$ cat src/verilog/fiber_amp_pkg.sv
package fiber_amp_pkg;

  ////////////////////////////////////////////////////////////////////////////
  // Sizes
  localparam int UNITS_MAX      = 14;
  localparam int UNITS_SINGLE   = 6;
  localparam int WORD_W         = 8;
  localparam int NODE_W         = 4;
  localparam int SEL_W          = 5;
  localparam int CNT_W          = 4;
  localparam int SYNC_STAGES    = 2;

  // Flag positions inside the word that carries them
  localparam int FLAG_ERR_BIT   = 6;
  localparam int FLAG_EST_BIT   = 7;

  // Largest legal registered sensor count
  localparam logic [SEL_W-1:0] SEL_MAX_VALID = 5'h0E;

  ////////////////////////////////////////////////////////////////////////////
  // Register map (byte addresses)
  localparam int ADDR_W         = 8;
  localparam logic [ADDR_W-1:0] OFS_CTRL   = 8'h00;
  localparam logic [ADDR_W-1:0] OFS_STATUS = 8'h04;
  localparam logic [ADDR_W-1:0] OFS_WORDS  = 8'h08;
  localparam logic [ADDR_W-1:0] OFS_NODES  = 8'h0C;

  localparam int CTRL_RUN_BIT   = 0;
  localparam logic CTRL_RUN_RST = 1'b1;

  localparam int ST_TWO_WORD    = 0;
  localparam int ST_LONG_DIST   = 1;
  localparam int ST_CFG_ERR     = 2;
  localparam int ST_MISMATCH    = 3;
  localparam int ST_ERR_FLAG    = 4;
  localparam int ST_EST_FLAG    = 5;
  localparam int ST_STATE_LSB   = 8;
  localparam int ST_COUNT_LSB   = 16;
  localparam int ST_SEL_LSB     = 20;
  localparam int WD_HI_LSB      = 8;
  localparam int ND_HI_LSB      = 4;

  localparam logic [1:0] HTRANS_NONSEQ = 2'h2;
  localparam logic       HRESP_OKAY    = 1'b0;

  ////////////////////////////////////////////////////////////////////////////
  // Types
  typedef enum logic [2:0] {
    LINK_WAIT  = 3'h1,
    LINK_UP    = 3'h2,
    LINK_FAULT = 3'h4
  } link_state_t;

  typedef struct packed {
    logic              two_word;
    logic              long_distance;
    logic [NODE_W-1:0] node;
    logic [SEL_W-1:0]  reg_count;
  } cfg_t;

  typedef struct packed {
    logic est;
    logic err;
  } link_flags_t;

  ////////////////////////////////////////////////////////////////////////////
  // Helpers
  function automatic logic [CNT_W-1:0] count_ones(input logic [UNITS_MAX-1:0] v);
    logic [CNT_W-1:0] n;
    n = '0;
    for (int i = 0; i < UNITS_MAX; i++) begin
      n = n + {{(CNT_W-1){1'b0}}, v[i]};
    end
    return n;
  endfunction : count_ones

  function automatic logic [UNITS_MAX-1:0] accept_mask(input logic two_word);
    logic [UNITS_MAX-1:0] m;
    m = '0;
    for (int i = 0; i < UNITS_MAX; i++) begin
      m[i] = two_word || (i < UNITS_SINGLE);
    end
    return m;
  endfunction : accept_mask

endpackage : fiber_amp_pkg

$ cat src/verilog/fiber_amp_input_mapper.sv
// Operation
// - Mode pin OFF: up to 6 amplifiers, one 8-bit input word at the node setting.
// - Mode pin ON: up to 14 amplifiers, 16 bits over two consecutive input words.
// - Line-speed pin OFF selects high-speed bus mode, ON selects long-distance mode.
// - Slave and master speed modes must match, else exchange is not guaranteed.
// - Error flag bit 6: count mismatch, or link fault after link established.
// - Established flag bit 7 set once the sensor link is established.
// - Two words: odd setting uses setting-1 and setting, even uses setting and +1.
// - Registered count selector values above 14 are a configuration error.
//
// Local design decisions: the placing of the registers and the AHB-Lite register port.
`timescale 1ns/10ps
module fiber_amp_input_mapper #(
  parameter int UNITS = fiber_amp_pkg::UNITS_MAX
) (
  input  wire logic                               hclk,
  input  wire logic                               hresetn,
  input  wire logic                               hsel,
  input  wire logic [31:0]                        haddr,
  input  wire logic [1:0]                         htrans,
  input  wire logic                               hwrite,
  input  wire logic [2:0]                         hsize,
  input  wire logic [31:0]                        hwdata,
  input  wire logic                               hready,
  output logic      [31:0]                        hrdata,
  output logic                                    hreadyout,
  output logic                                    hresp,
  input  wire logic [UNITS-1:0]                   amp_on_pin,
  input  wire logic [UNITS-1:0]                   amp_present_pin,
  input  wire logic                               link_up_pin,
  input  wire logic                               link_fault_pin,
  input  wire logic                               amp_count_select_pin,
  input  wire logic                               line_speed_select,
  input  wire logic [fiber_amp_pkg::NODE_W-1:0]   node_setting_pin,
  input  wire logic [fiber_amp_pkg::SEL_W-1:0]    sensor_count_pin,
  output logic      [fiber_amp_pkg::WORD_W-1:0]   node_word_lo,
  output logic      [fiber_amp_pkg::WORD_W-1:0]   node_word_hi,
  output logic      [fiber_amp_pkg::NODE_W-1:0]   node_lo,
  output logic      [fiber_amp_pkg::NODE_W-1:0]   node_hi,
  output logic                                    two_word_mode,
  output logic                                    long_distance_mode,
  output logic                                    config_error
);

  localparam int NW    = fiber_amp_pkg::NODE_W;
  localparam int SW    = fiber_amp_pkg::SEL_W;
  localparam int CW    = fiber_amp_pkg::CNT_W;
  localparam int AW    = fiber_amp_pkg::ADDR_W;
  localparam int PIN_W = 2 * UNITS + 4 + NW + SW;

  //////////////////////////////////////////////////////////////////////////////
  // Pin synchronisation

  logic [PIN_W-1:0] pins_raw;
  logic [PIN_W-1:0] pins_sync;
  logic [UNITS-1:0] amp_on;
  logic [UNITS-1:0] amp_present;
  logic             link_up;
  logic             link_fault;
  fiber_amp_pkg::cfg_t cfg;

  assign pins_raw = {amp_on_pin, amp_present_pin, link_up_pin, link_fault_pin,
                     amp_count_select_pin, line_speed_select, node_setting_pin, sensor_count_pin};

  pin_sync #(
    .W (PIN_W)
  ) u_pin_sync (
    .hclk    (hclk),
    .hresetn (hresetn),
    .d       (pins_raw),
    .q       (pins_sync)
  );

  assign {amp_on, amp_present, link_up, link_fault, cfg} = pins_sync;

  //////////////////////////////////////////////////////////////////////////////
  // Configuration check

  logic [UNITS-1:0] present_accepted;
  logic [CW-1:0]    present_count;
  logic             sel_invalid;
  logic             count_mismatch;

  // Positions beyond the active layout are not accepted
  assign present_accepted = amp_present & fiber_amp_pkg::accept_mask(cfg.two_word);
  assign present_count    = fiber_amp_pkg::count_ones(present_accepted);
  assign sel_invalid      = cfg.reg_count > fiber_amp_pkg::SEL_MAX_VALID;
  // Selector holds amplifier units, two-unit models already counted twice
  assign count_mismatch   = sel_invalid || (cfg.reg_count != {1'b0, present_count});

  //////////////////////////////////////////////////////////////////////////////
  // Bus register state

  logic          run_ff;
  logic          wr_pend_ff;
  logic [AW-1:0] wr_addr_ff;
  logic [31:0]   hrdata_ff;
  logic          hreadyout_ff;
  logic          hresp_ff;

  //////////////////////////////////////////////////////////////////////////////
  // Sensor link state

  fiber_amp_pkg::link_state_t state_ff;
  fiber_amp_pkg::link_state_t nxt_state;
  fiber_amp_pkg::link_flags_t flags;
  logic                       link_ok;

  always_comb begin
    nxt_state = state_ff;
    case (state_ff)
      fiber_amp_pkg::LINK_WAIT: begin
        if (run_ff && link_up) begin
          nxt_state = fiber_amp_pkg::LINK_UP;
        end
      end
      fiber_amp_pkg::LINK_UP: begin
        if (!run_ff || !link_up) begin
          nxt_state = fiber_amp_pkg::LINK_WAIT;
        end else if (link_fault) begin
          nxt_state = fiber_amp_pkg::LINK_FAULT;
        end
      end
      fiber_amp_pkg::LINK_FAULT: begin
        // Fault holds until run is cleared or the link drops, then the link is rebuilt
        if (!run_ff || !link_up) begin
          nxt_state = fiber_amp_pkg::LINK_WAIT;
        end
      end
      default: begin
        nxt_state = fiber_amp_pkg::LINK_WAIT;
      end
    endcase
  end

  always_ff @(posedge hclk or negedge hresetn) begin
    if (!hresetn) begin
      state_ff <= fiber_amp_pkg::LINK_WAIT;
    end else begin
      state_ff <= nxt_state;
    end
  end

  assign link_ok   = (state_ff != fiber_amp_pkg::LINK_WAIT);
  assign flags.est = link_ok;
  assign flags.err = link_ok && (count_mismatch || (state_ff == fiber_amp_pkg::LINK_FAULT));

  //////////////////////////////////////////////////////////////////////////////
  // Input node words

  node_word_packer #(
    .UNITS (UNITS)
  ) u_packer (
    .hclk        (hclk),
    .hresetn     (hresetn),
    .two_word    (cfg.two_word),
    .link_ok     (link_ok),
    .amp_on      (amp_on),
    .amp_present (amp_present),
    .flags       (flags),
    .word_lo     (node_word_lo),
    .word_hi     (node_word_hi)
  );

  //////////////////////////////////////////////////////////////////////////////
  // Node allocation and bus mode

  logic [NW-1:0] nxt_node_lo;
  logic [NW-1:0] nxt_node_hi;
  logic [NW-1:0] node_lo_ff;
  logic [NW-1:0] node_hi_ff;
  logic          two_word_ff;
  logic          long_dist_ff;
  logic          cfg_err_ff;

  always_comb begin
    nxt_node_lo = cfg.node;
    nxt_node_hi = cfg.node;
    if (cfg.two_word) begin
      if (cfg.node[0]) begin
        nxt_node_lo = cfg.node - {{(NW-1){1'b0}}, 1'b1};
      end else begin
        nxt_node_hi = cfg.node + {{(NW-1){1'b0}}, 1'b1};
      end
    end
  end

  always_ff @(posedge hclk or negedge hresetn) begin
    if (!hresetn) begin
      node_lo_ff   <= '0;
      node_hi_ff   <= '0;
      two_word_ff  <= 1'b0;
      long_dist_ff <= 1'b0;
      cfg_err_ff   <= 1'b0;
    end else begin
      node_lo_ff   <= nxt_node_lo;
      node_hi_ff   <= nxt_node_hi;
      two_word_ff  <= cfg.two_word;
      long_dist_ff <= cfg.long_distance;
      cfg_err_ff   <= sel_invalid;
    end
  end

  assign node_lo            = node_lo_ff;
  assign node_hi            = node_hi_ff;
  assign two_word_mode      = two_word_ff;
  assign long_distance_mode = long_dist_ff;
  assign config_error       = cfg_err_ff;

  //////////////////////////////////////////////////////////////////////////////
  // AHB-Lite slave

  logic          addr_phase;
  logic [AW-1:0] addr_lo;
  logic          fwd_run;
  logic [31:0]   nxt_rdata;

  assign addr_phase = hsel && hready && (htrans == fiber_amp_pkg::HTRANS_NONSEQ);
  assign addr_lo    = haddr[AW-1:0];

  // A write to control still in its data phase is forwarded to a read behind it
  assign fwd_run = (wr_pend_ff && (wr_addr_ff == fiber_amp_pkg::OFS_CTRL))
                   ? hwdata[fiber_amp_pkg::CTRL_RUN_BIT] : run_ff;

  always_comb begin
    nxt_rdata = '0;
    case (addr_lo)
      fiber_amp_pkg::OFS_CTRL: begin
        nxt_rdata[fiber_amp_pkg::CTRL_RUN_BIT] = fwd_run;
      end
      fiber_amp_pkg::OFS_STATUS: begin
        nxt_rdata[fiber_amp_pkg::ST_TWO_WORD]  = two_word_ff;
        nxt_rdata[fiber_amp_pkg::ST_LONG_DIST] = long_dist_ff;
        nxt_rdata[fiber_amp_pkg::ST_CFG_ERR]   = cfg_err_ff;
        nxt_rdata[fiber_amp_pkg::ST_MISMATCH]  = count_mismatch;
        nxt_rdata[fiber_amp_pkg::ST_ERR_FLAG]  = flags.err;
        nxt_rdata[fiber_amp_pkg::ST_EST_FLAG]  = flags.est;
        nxt_rdata[fiber_amp_pkg::ST_STATE_LSB +: 3] = state_ff;
        nxt_rdata[fiber_amp_pkg::ST_COUNT_LSB +: CW] = present_count;
        nxt_rdata[fiber_amp_pkg::ST_SEL_LSB +: SW]   = cfg.reg_count;
      end
      fiber_amp_pkg::OFS_WORDS: begin
        nxt_rdata[0 +: fiber_amp_pkg::WORD_W] = node_word_lo;
        nxt_rdata[fiber_amp_pkg::WD_HI_LSB +: fiber_amp_pkg::WORD_W] = node_word_hi;
      end
      fiber_amp_pkg::OFS_NODES: begin
        nxt_rdata[0 +: NW] = node_lo_ff;
        nxt_rdata[fiber_amp_pkg::ND_HI_LSB +: NW] = node_hi_ff;
      end
      default: begin
        nxt_rdata = '0;
      end
    endcase
  end

  always_ff @(posedge hclk or negedge hresetn) begin
    if (!hresetn) begin
      wr_pend_ff <= 1'b0;
      wr_addr_ff <= '0;
    end else begin
      wr_pend_ff <= addr_phase && hwrite;
      if (addr_phase) begin
        wr_addr_ff <= addr_lo;
      end
    end
  end

  always_ff @(posedge hclk or negedge hresetn) begin
    if (!hresetn) begin
      run_ff <= fiber_amp_pkg::CTRL_RUN_RST;
    end else if (wr_pend_ff && (wr_addr_ff == fiber_amp_pkg::OFS_CTRL)) begin
      run_ff <= hwdata[fiber_amp_pkg::CTRL_RUN_BIT];
    end
  end

  always_ff @(posedge hclk or negedge hresetn) begin
    if (!hresetn) begin
      hrdata_ff <= '0;
    end else if (addr_phase && !hwrite) begin
      hrdata_ff <= nxt_rdata;
    end
  end

  always_ff @(posedge hclk or negedge hresetn) begin
    if (!hresetn) begin
      hreadyout_ff <= 1'b1;
      hresp_ff     <= fiber_amp_pkg::HRESP_OKAY;
    end else begin
      hreadyout_ff <= 1'b1;
      hresp_ff     <= fiber_amp_pkg::HRESP_OKAY;
    end
  end

  assign hrdata    = hrdata_ff;
  assign hreadyout = hreadyout_ff;
  assign hresp     = hresp_ff;

endmodule : fiber_amp_input_mapper

$ cat src/verilog/node_word_packer.sv
`timescale 1ns/10ps
module node_word_packer #(
  parameter int UNITS = fiber_amp_pkg::UNITS_MAX
) (
  input  wire logic                       hclk,
  input  wire logic                       hresetn,
  input  wire logic                       two_word,
  input  wire logic                       link_ok,
  input  wire logic [UNITS-1:0]           amp_on,
  input  wire logic [UNITS-1:0]           amp_present,
  input  wire fiber_amp_pkg::link_flags_t flags,
  output logic [fiber_amp_pkg::WORD_W-1:0] word_lo,
  output logic [fiber_amp_pkg::WORD_W-1:0] word_hi
);

  localparam int WW = fiber_amp_pkg::WORD_W;

  logic [UNITS-1:0] data;
  logic [WW-1:0]    nxt_lo;
  logic [WW-1:0]    nxt_hi;
  logic [WW-1:0]    word_lo_ff;
  logic [WW-1:0]    word_hi_ff;

  always_comb begin
    data   = amp_on & amp_present & fiber_amp_pkg::accept_mask(two_word) & {UNITS{link_ok}};
    nxt_lo = '0;
    nxt_hi = '0;
    if (two_word) begin
      nxt_lo = data[WW-1:0];
      nxt_hi[fiber_amp_pkg::UNITS_SINGLE-1:0] = data[UNITS-1:WW];
      nxt_hi[fiber_amp_pkg::FLAG_ERR_BIT]     = flags.err;
      nxt_hi[fiber_amp_pkg::FLAG_EST_BIT]     = flags.est;
    end else begin
      nxt_lo[fiber_amp_pkg::UNITS_SINGLE-1:0] = data[fiber_amp_pkg::UNITS_SINGLE-1:0];
      nxt_lo[fiber_amp_pkg::FLAG_ERR_BIT]     = flags.err;
      nxt_lo[fiber_amp_pkg::FLAG_EST_BIT]     = flags.est;
    end
  end

  always_ff @(posedge hclk or negedge hresetn) begin
    if (!hresetn) begin
      word_lo_ff <= '0;
      word_hi_ff <= '0;
    end else begin
      word_lo_ff <= nxt_lo;
      word_hi_ff <= nxt_hi;
    end
  end

  assign word_lo = word_lo_ff;
  assign word_hi = word_hi_ff;

endmodule : node_word_packer

$ cat src/verilog/pin_sync.sv
`timescale 1ns/10ps
module pin_sync #(
  parameter int W = 1
) (
  input  wire logic         hclk,
  input  wire logic         hresetn,
  input  wire logic [W-1:0] d,
  output logic      [W-1:0] q
);

  logic [W-1:0] meta_ff;
  logic [W-1:0] q_ff;

  // Two-stage capture of pins from outside the clock domain
  always_ff @(posedge hclk or negedge hresetn) begin
    if (!hresetn) begin
      meta_ff <= '0;
      q_ff    <= '0;
    end else begin
      meta_ff <= d;
      q_ff    <= meta_ff;
    end
  end

  assign q = q_ff;

endmodule : pin_sync
$ cat config.mk
export PLATFORM = sky130hd
export DESIGN_NAME = fiber_amp_input_mapper
export DESIGN_NICKNAME = d
export VERILOG_FILES = /design/src/verilog/fiber_amp_pkg.sv /design/src/verilog/fiber_amp_input_mapper.sv /design/src/verilog/node_word_packer.sv /design/src/verilog/pin_sync.sv
export SDC_FILE = /design/constraint.sdc
export NUM_CORES = 1
export LEC_CHECK = 0
export ABC_AREA = 1
export BUFFER_PORTS_ARGS = -buffer_cell sky130_fd_sc_hd__buf_2
export CORE_MARGIN = 5
export CORE_UTILIZATION = 45
export DETAILED_ROUTE_END_ITERATION = 6
export PLACE_DENSITY = 0.78
export REMOVE_ABC_BUFFERS = 1
export SKIP_LAST_GASP = 1
export SYNTH_ARGS = -nofsm -noshare
export SYNTH_HDL_FRONTEND = slang
export SYNTH_SLANG_ARGS = --single-unit
$ cat constraint.sdc
create_clock -name hclk -period 11.55 [get_ports hclk]
set_clock_uncertainty 0.2 [all_clocks]
set_input_delay 1.155 -clock hclk [delete_from_list [all_inputs] [get_ports hclk]]
set_output_delay 1.155 -clock hclk [all_outputs]
set_load 0.005 [all_outputs]
==> out/qor.txt, run 1 <==
post-synthesis simple-gate area fraction = 0.159
CP delay by family, top = adder cells
routed wire length per instance = 14.7 um
Ports = 176
ys async rst share = 1.00
area share of fa/ha/maj cells after synthesis = 0.0416
# diodes = 0
Final Setup Violations = 0
first-pass GRT wire length = 17600 um
setup TNS = 0 ns
DRC = 0
vias per inst = 4.63
CP Launch Type = flop
CP max stage cell = dfrtp_1
crit path cell chain = nand2_1 > fa_1 > inv_1 > fa_1 > fa_1 > fa_1 > ha_1 > fa_1 > inv_1 > nand2_1 > nand2_1 > nor2_1 > nand2_1 > nor2_1 > nand3_1 > nand2_1 > nand2_1 > nand2_1 > nand2_1
Max Slew Vio Count = 0
GRT overflow = 0
Final GP Congestion = 0.857
most common cell after layout, fill and taps aside = dfrtp_1
status = finished, final reports clean
drt total wl = 10600 um
cts bufs inserted = 17
Syn. warnings = 0
CP required = 11.64 ns
Non-Filler Instances = 720
Final HPWL DP = 7630 um
area grow syn2layout = 24.4%
EDFF count, synth = 0
Buf/Inv on CP = 2
final instance area = 6510 um2
Site Rows = 39
Cell Pwr Density = 201 nW/um2
Multi-input gate area = 1240 um2
total clock sinks = 146
CTS hold repair buffers = 0
XOR/XNOR share of the synthesized area = 0
Top FF cell, synth = dfrtp_1
worst rel slew slack = 0.309
Die ar. = 13900 um2
RSZ-0062 raised after global routing = no
Filler Cell Count = 958
DRT antenna net count = 0
Die W = 118 um
f_max = 200 MHz
Worst Hold Class = reg -> reg
CTS clock-pin slew for the worst setup and hold paths = 0.06 ns
initial antenna violation count = 0
largest net degree at the start of global routing = 88
FF/Latch Area = 3660 um2
Cell Area, Placed = 5870 um2
post-synthesis mux area share = 0
final core occ = 0.570
Die Y = 118 um
Worst-Skew Late Latency = 0.41 ns
slew at the pin closest to its max-slew limit = 1.04 ns
port bufs = 108
CTS tree = yes
Nets = 691
vias in the first global route = 3553
1st-iter DRT viols = 159
CP Data Arrival Time = 5.08 ns
max_cap viols = 0
CTS Root Cell = clkbuf_16
Post-Synthesis Cell Area = 5240 um2
Starting Density = 0.458
largest family of logic cells by synthesized area = simple AND/OR/NAND/NOR gates
GRT Total Usage = 0.160
min Tclk post-route = 4.99 ns
CP Max Fanout = 15
Core Region = 11400 um2
Final Hold Vio Count = 0
DRT Pass-1 Iters = 4
H-tree lvl count = 4
post_cts resized = 0
Via Count = 3337
most numerous cell on the critical path = nand2_1
Placed Cells = 688
fin crit share = 0.432
Pleak = 3.52 nW
total chip power = 1.31 mW
Seq/Total Area, Yosys = 0.698
Worst Setup Path Type = reg -> reg
share of cells above drive strength 1 = 0.282
number of library cell types mapped by synthesis = 32
Syn Inst Count = 451
Mapped Avg Cell Area = 11.6 um2
flop and latch count out of synthesis = 146
most frequent cells in the layout = dfrtp_1 (144), buf_2 (107), nand2_1 (102), inv_1 (52), nand3_1 (42)
Synth Area in Compound Gates = 0.0308
postcts setup bufs = 0
crit-path max cell delay = 0.67 ns
CP Capture Type = flop
maximum VDD drop = 116 uV
Max Buffers Root-to-Sink = 2
[flip-flops by register name, indices dropped and copies added, names as in the netlist, 3 cells and up]
name,flops
u_pin_sync.meta_ff,41
u_pin_sync.q,41
hrdata,25
u_packer.word_hi,8
u_packer.word_lo,8
wr_addr_ff,8
node_hi,4
node_lo,3
state_ff,3
[cells in the mapped netlist, types with 3 or more instances]
cell,number,share of area
nand2_1,102,0.073
ha_1,3,0.0072
o211ai_1,3,0.0043
clkbuf_1,10,0.0072
nor3_4,3,0.0093
nor2_1,16,0.011
o21ai_0,10,0.0096
o21ai_1,8,0.0076
inv_1,52,0.037
a22o_1,5,0.0084
inv_2,11,0.0079
dfrtp_1,144,0.69
fa_1,9,0.034
nand4_1,3,0.0036
nand3_1,42,0.040
buf_4,11,0.016
[metal layers]
layer / up-vias / GRT usage / routed length, um
met5: - / 0 / 0
met3: 15 / 0.0437 / 549
met2: 106 / 0.274 / 5540
li1: 1607 / - / -
met1: 1609 / 0.195 / 4340
met4: 0 / 0.0588 / 160
[stage by stage]
step	hold slack, ns	setup slack [ns]
final	0.147	6.56
after global routing	0.148	6.24
after CTS	0.146	6.54
after detailed placement	0.135	6.56
after global placement	0.133	6.65
after floorplan	0.131	7.18
[worst register-to-register path, delay by kind of cell (launching register included)]
kind	cells	cell delay (ns)
adder cells (fa/ha/maj)	6	2.82
AND/OR/NAND/NOR	11	1.07
flip-flops	1	0.67
buffers and inverters	2	0.11
[final timing paths]
path / from / end / slack, ns / cells after the start
min: u_pin_sync.meta_ff[25] / u_pin_sync.q[25] / 0.15 / 0
min in group asynchronous: hresetn / u_pin_sync.meta_ff[18] / 0.51 / 1
min reg2reg: u_pin_sync.meta_ff[25] / u_pin_sync.q[25] / 0.15 / 0
max reg2reg: u_pin_sync.q[10] / hrdata[4] / 6.56 / 19
max: u_pin_sync.q[10] / hrdata[4] / 6.56 / 19
max in group asynchronous: hresetn / u_pin_sync.q[15] / 9.19 / 2
[power by group]
group / switching [mW] / total (mW) / internal (mW)
Combinational: 0.0975 / 0.153 / 0.0551
Clock: 0.200 / 0.583 / 0.383
Sequential: 0.0202 / 0.570 / 0.550
Total: 0.318 / 1.31 / 0.988
[layout make-up]
class | instances | area share
clock inverter | 14 | 0.0325
sequential | 146 | 0.562
inverter | 63 | 0.0363
multi-input combinational | 227 | 0.191
timing repair buffer | 109 | 0.0851
tap | 143 | 0.0275
clock buffer | 18 | 0.0659
[cell families after synthesis]
group                      Yosys count
buffers and inverters               85
and+or+nand+nor                    179
AOI/OAI and AO/OA                   27
other                                2
adders and majority gates           12
DFF                                146
(Power assumes the default switching activity.)
==> run 2, diff against run 1 <==
- ABC_AREA: 1 -> 0
- clock period: 11.55 -> 4.6 ns (I/O delays scaled with it)
==> out/qor.txt, run 2 <==
Seq/Total Area, Yosys = 0.726 (+0.0279)
area grow syn2layout = 33.7%
CP max stage cell = fa_1
Worst Hold Class = reg -> reg
EDFF count, synth = 0 (unchanged)
DRT Pass-1 Iters = 6 (+2)
cts bufs inserted = 17 (unchanged)
DRT antenna net count = 0 (unchanged)
H-tree lvl count = 4 (unchanged)
slew at the pin closest to its max-slew limit = 1.18 ns (+0.139 ns)
CP Data Arrival Time = 4.57 ns (-0.51 ns)
Syn Inst Count = 340 (-25%)
worst rel slew slack = 0.217 (-0.0926)
status = finished, final reports clean
CP Launch Type = flop
Final Hold Slack = 0.145 ns (-0.00272 ns)
top-count cell post-synth = dfrtp_1
GRT Total Usage = 0.170 (+0.00974)
most common cell after layout, fill and taps aside = dfrtp_1
vias in the first global route = 3512 (-1.2%)
most frequent cells in the layout = dfrtp_1 (144), buf_2 (107), dlygate4sd3_1 (49), nand2_1 (22), clkbuf_16 (16)
Final Setup Violations = 0 (unchanged)
CTS Root Cell = clkbuf_8
total chip power = 2.97 mW (+130%)
Starting Density = 0.462 (+0.00384)
Die W = 116 um (-1.8%)
Nets = 629 (-9.0%)
number of library cell types mapped by synthesis = 48 (+50%)
Final GP Congestion = 0.821 (-4.2%)
max_cap viols = 0 (unchanged)
DRC = 0 (unchanged)
Post-Synthesis Cell Area = 5030 um2 (-3.8%)
fin crit share = 0.954 (+0.521)
total clock sinks = 146 (unchanged)
CP Capture Type = flop
RSZ-0062 raised after global routing = no
initial antenna violation count = 0 (unchanged)
first-pass GRT wire length = 17000 um (-3.7%)
CTS tree = yes
Site Rows = 38 (-2.6%)
Die ar. = 13400 um2 (-3.5%)
largest net degree at the start of global routing = 124 (+41%)
routed wire length per instance = 16.1 um (+9.5%)
Die Y = 116 um (-1.8%)
f_max = 228 MHz (+14%)
Cell Pwr Density = 441 nW/um2 (+120%)
# diodes = 0 (unchanged)
share of cells above drive strength 1 = 0.315 (+0.0321)
drt total wl = 10600 um (-0.36%)
CP required = 4.78 ns (-6.86 ns)
synth top area cells = dfrtp_1 (72%), fa_1 (3.6%), a22o_1 (2.1%), mux2_2 (1.8%), and3_1 (1.7%)
CP Max Fanout = 6 (-9)
crit path cell chain = and2_1 > fa_1 > fa_1 > fa_1 > fa_1 > ha_1 > fa_1 > xor2_1 > nor3_1 > o221a_2 > o221ai_1
Max Buffers Root-to-Sink = 2 (unchanged)
Ports = 176 (unchanged)
area leader, netlist = dfrtp_1
vias per inst = 4.83 (+4.2%)
Final HPWL DP = 7210 um (-5.5%)
setup TNS = 0 ns (unchanged)
Top FF cell, synth = dfrtp_1
Worst-Skew Late Latency = 0.52 ns (+0.11 ns)
GRT overflow = 0 (unchanged)
Mapped Avg Cell Area = 14.8 um2 (+28%)
Final Hold Vio Count = 0 (unchanged)
Max Slew Vio Count = 0 (unchanged)
ys async rst share = 1.00 (unchanged)
flop and latch count out of synthesis = 146 (unchanged)
1st-iter DRT viols = 134 (-16%)
most numerous cell on the critical path = fa_1
top-area cell type share of the netlist area = 0.716 (+0.0275)
Pleak = 3.34 nW (-4.9%)
min Tclk post-route = 4.39 ns (-0.605 ns)
maximum VDD drop = 342 uV (+200%)
CTS clock-pin slew for the worst setup and hold paths = 0.06 ns (about the same)
Via Count = 3162 (-5.2%)
Synth top cells by count = dfrtp_1 (144), nand2_1 (22), inv_1 (15), and3_1 (14), a22o_1 (12)
port bufs = 108 (unchanged)
crit-path max cell delay = 0.54 ns (-0.13 ns)
Core Region = 10900 um2 (-4.6%)
Worst Setup Path Type = reg -> reg
Syn. warnings = 0 (unchanged)
postcts setup bufs = 0 (unchanged)
==> run 2: cell count changes after synthesis, moves of 7 or more <==
cell | before | now
a22o_1 | 5 | 12
inv_1 | 52 | 15
nand3_1 | 42 | 3
o21ai_1 | 8 | 0
and3_1 | 0 | 14
inv_2 | 11 | 0
nand2_1 | 102 | 22
mux2_2 | 0 | 8
nor2_1 | 16 | 5
==> run 2: cell families after synthesis <==
group           Yosys count  share of synthesized area
buf+inv                  38                     0.0380
simple gates             78                     0.0890
flops                   146                      0.726
compound gates           47                     0.0671
mux                      13                     0.0278
other cells               2                    0.00149
xor+xnor                  4                    0.00696
fa+ha+maj                12                     0.0433
==> run 2: critical path, delay by kind of cell, from the launching register on <==
family,cells,cell delay [ns]
AOI/OAI and AO/OA,2,0.39
xor gates and xnor gates,1,0.16
and+or+nand+nor,2,0.33
adders and majority gates,6,2.76
DFF,1,0.42
==> run 2: worst paths after layout <==
check,from,to,slack [ns],cells after the start
hold reg to reg,u_pin_sync.meta_ff[4],u_pin_sync.q[4],0.14,0
max in group asynchronous,hresetn,u_pin_sync.meta_ff[30],2.82,3
setup reg to reg,u_pin_sync.q[10],hrdata[3],0.21,11
hold / removal,u_pin_sync.meta_ff[4],u_pin_sync.q[4],0.14,0
setup / recovery,u_pin_sync.q[10],hrdata[3],0.21,11
min in group asynchronous,hresetn,u_pin_sync.meta_ff[10],0.47,2
==> run 2: area by class of cell <==
type | count | area, um2
tap | 140 | 175
timing repair buffer | 159 | 1050
clock inverter | 13 | 136
multi-input combinational | 163 | 1210
fill | 849 | 4160
clock buffer | 19 | 442
sequential | 146 | 3660
inverter | 15 | 56.3
==> run 2: per-stage QoR <==
step,instance area (um2),worst slack (ns),instances,util
2_1_floorplan,4920,0.325,324,-
3_3_place_gp,5660,0.192,574,0.520
3_5_place_dp,5660,0.211,574,0.520
4_1_cts,6730,0.151,655,0.618
5_1_grt,6730,0.0144,655,0.618
6_report,6730,0.213,655,0.618
==> run 2: layer usage <==
layer / vias to the layer above / track usage / part of all wire / wire length [um]
met2: 111 / 0.298 / 0.54 / 5670
met4: 0 / 0.0727 / 0.017 / 184
met1: 1574 / 0.192 / 0.38 / 3980
li1: 1457 / - / - / -
met3: 20 / 0.0538 / 0.069 / 724
met5: - / 0 / 0 / 0
==> run 2: what timing repair did <==
action	CTS	global route
hold endpoints to repair	168	0
setup endpoints to repair	0	2
hold buffers	49	0
resized for setup	0	0
==> run 2: power breakdown <==
group	switching, mW	internal (mW)	leakage, nW	total [mW]
clock network	0.506	0.796	0.264	1.30
registers	0.0279	1.35	1.80	1.38
logic	0.152	0.136	1.28	0.288
total	0.686	2.28	3.34	2.97
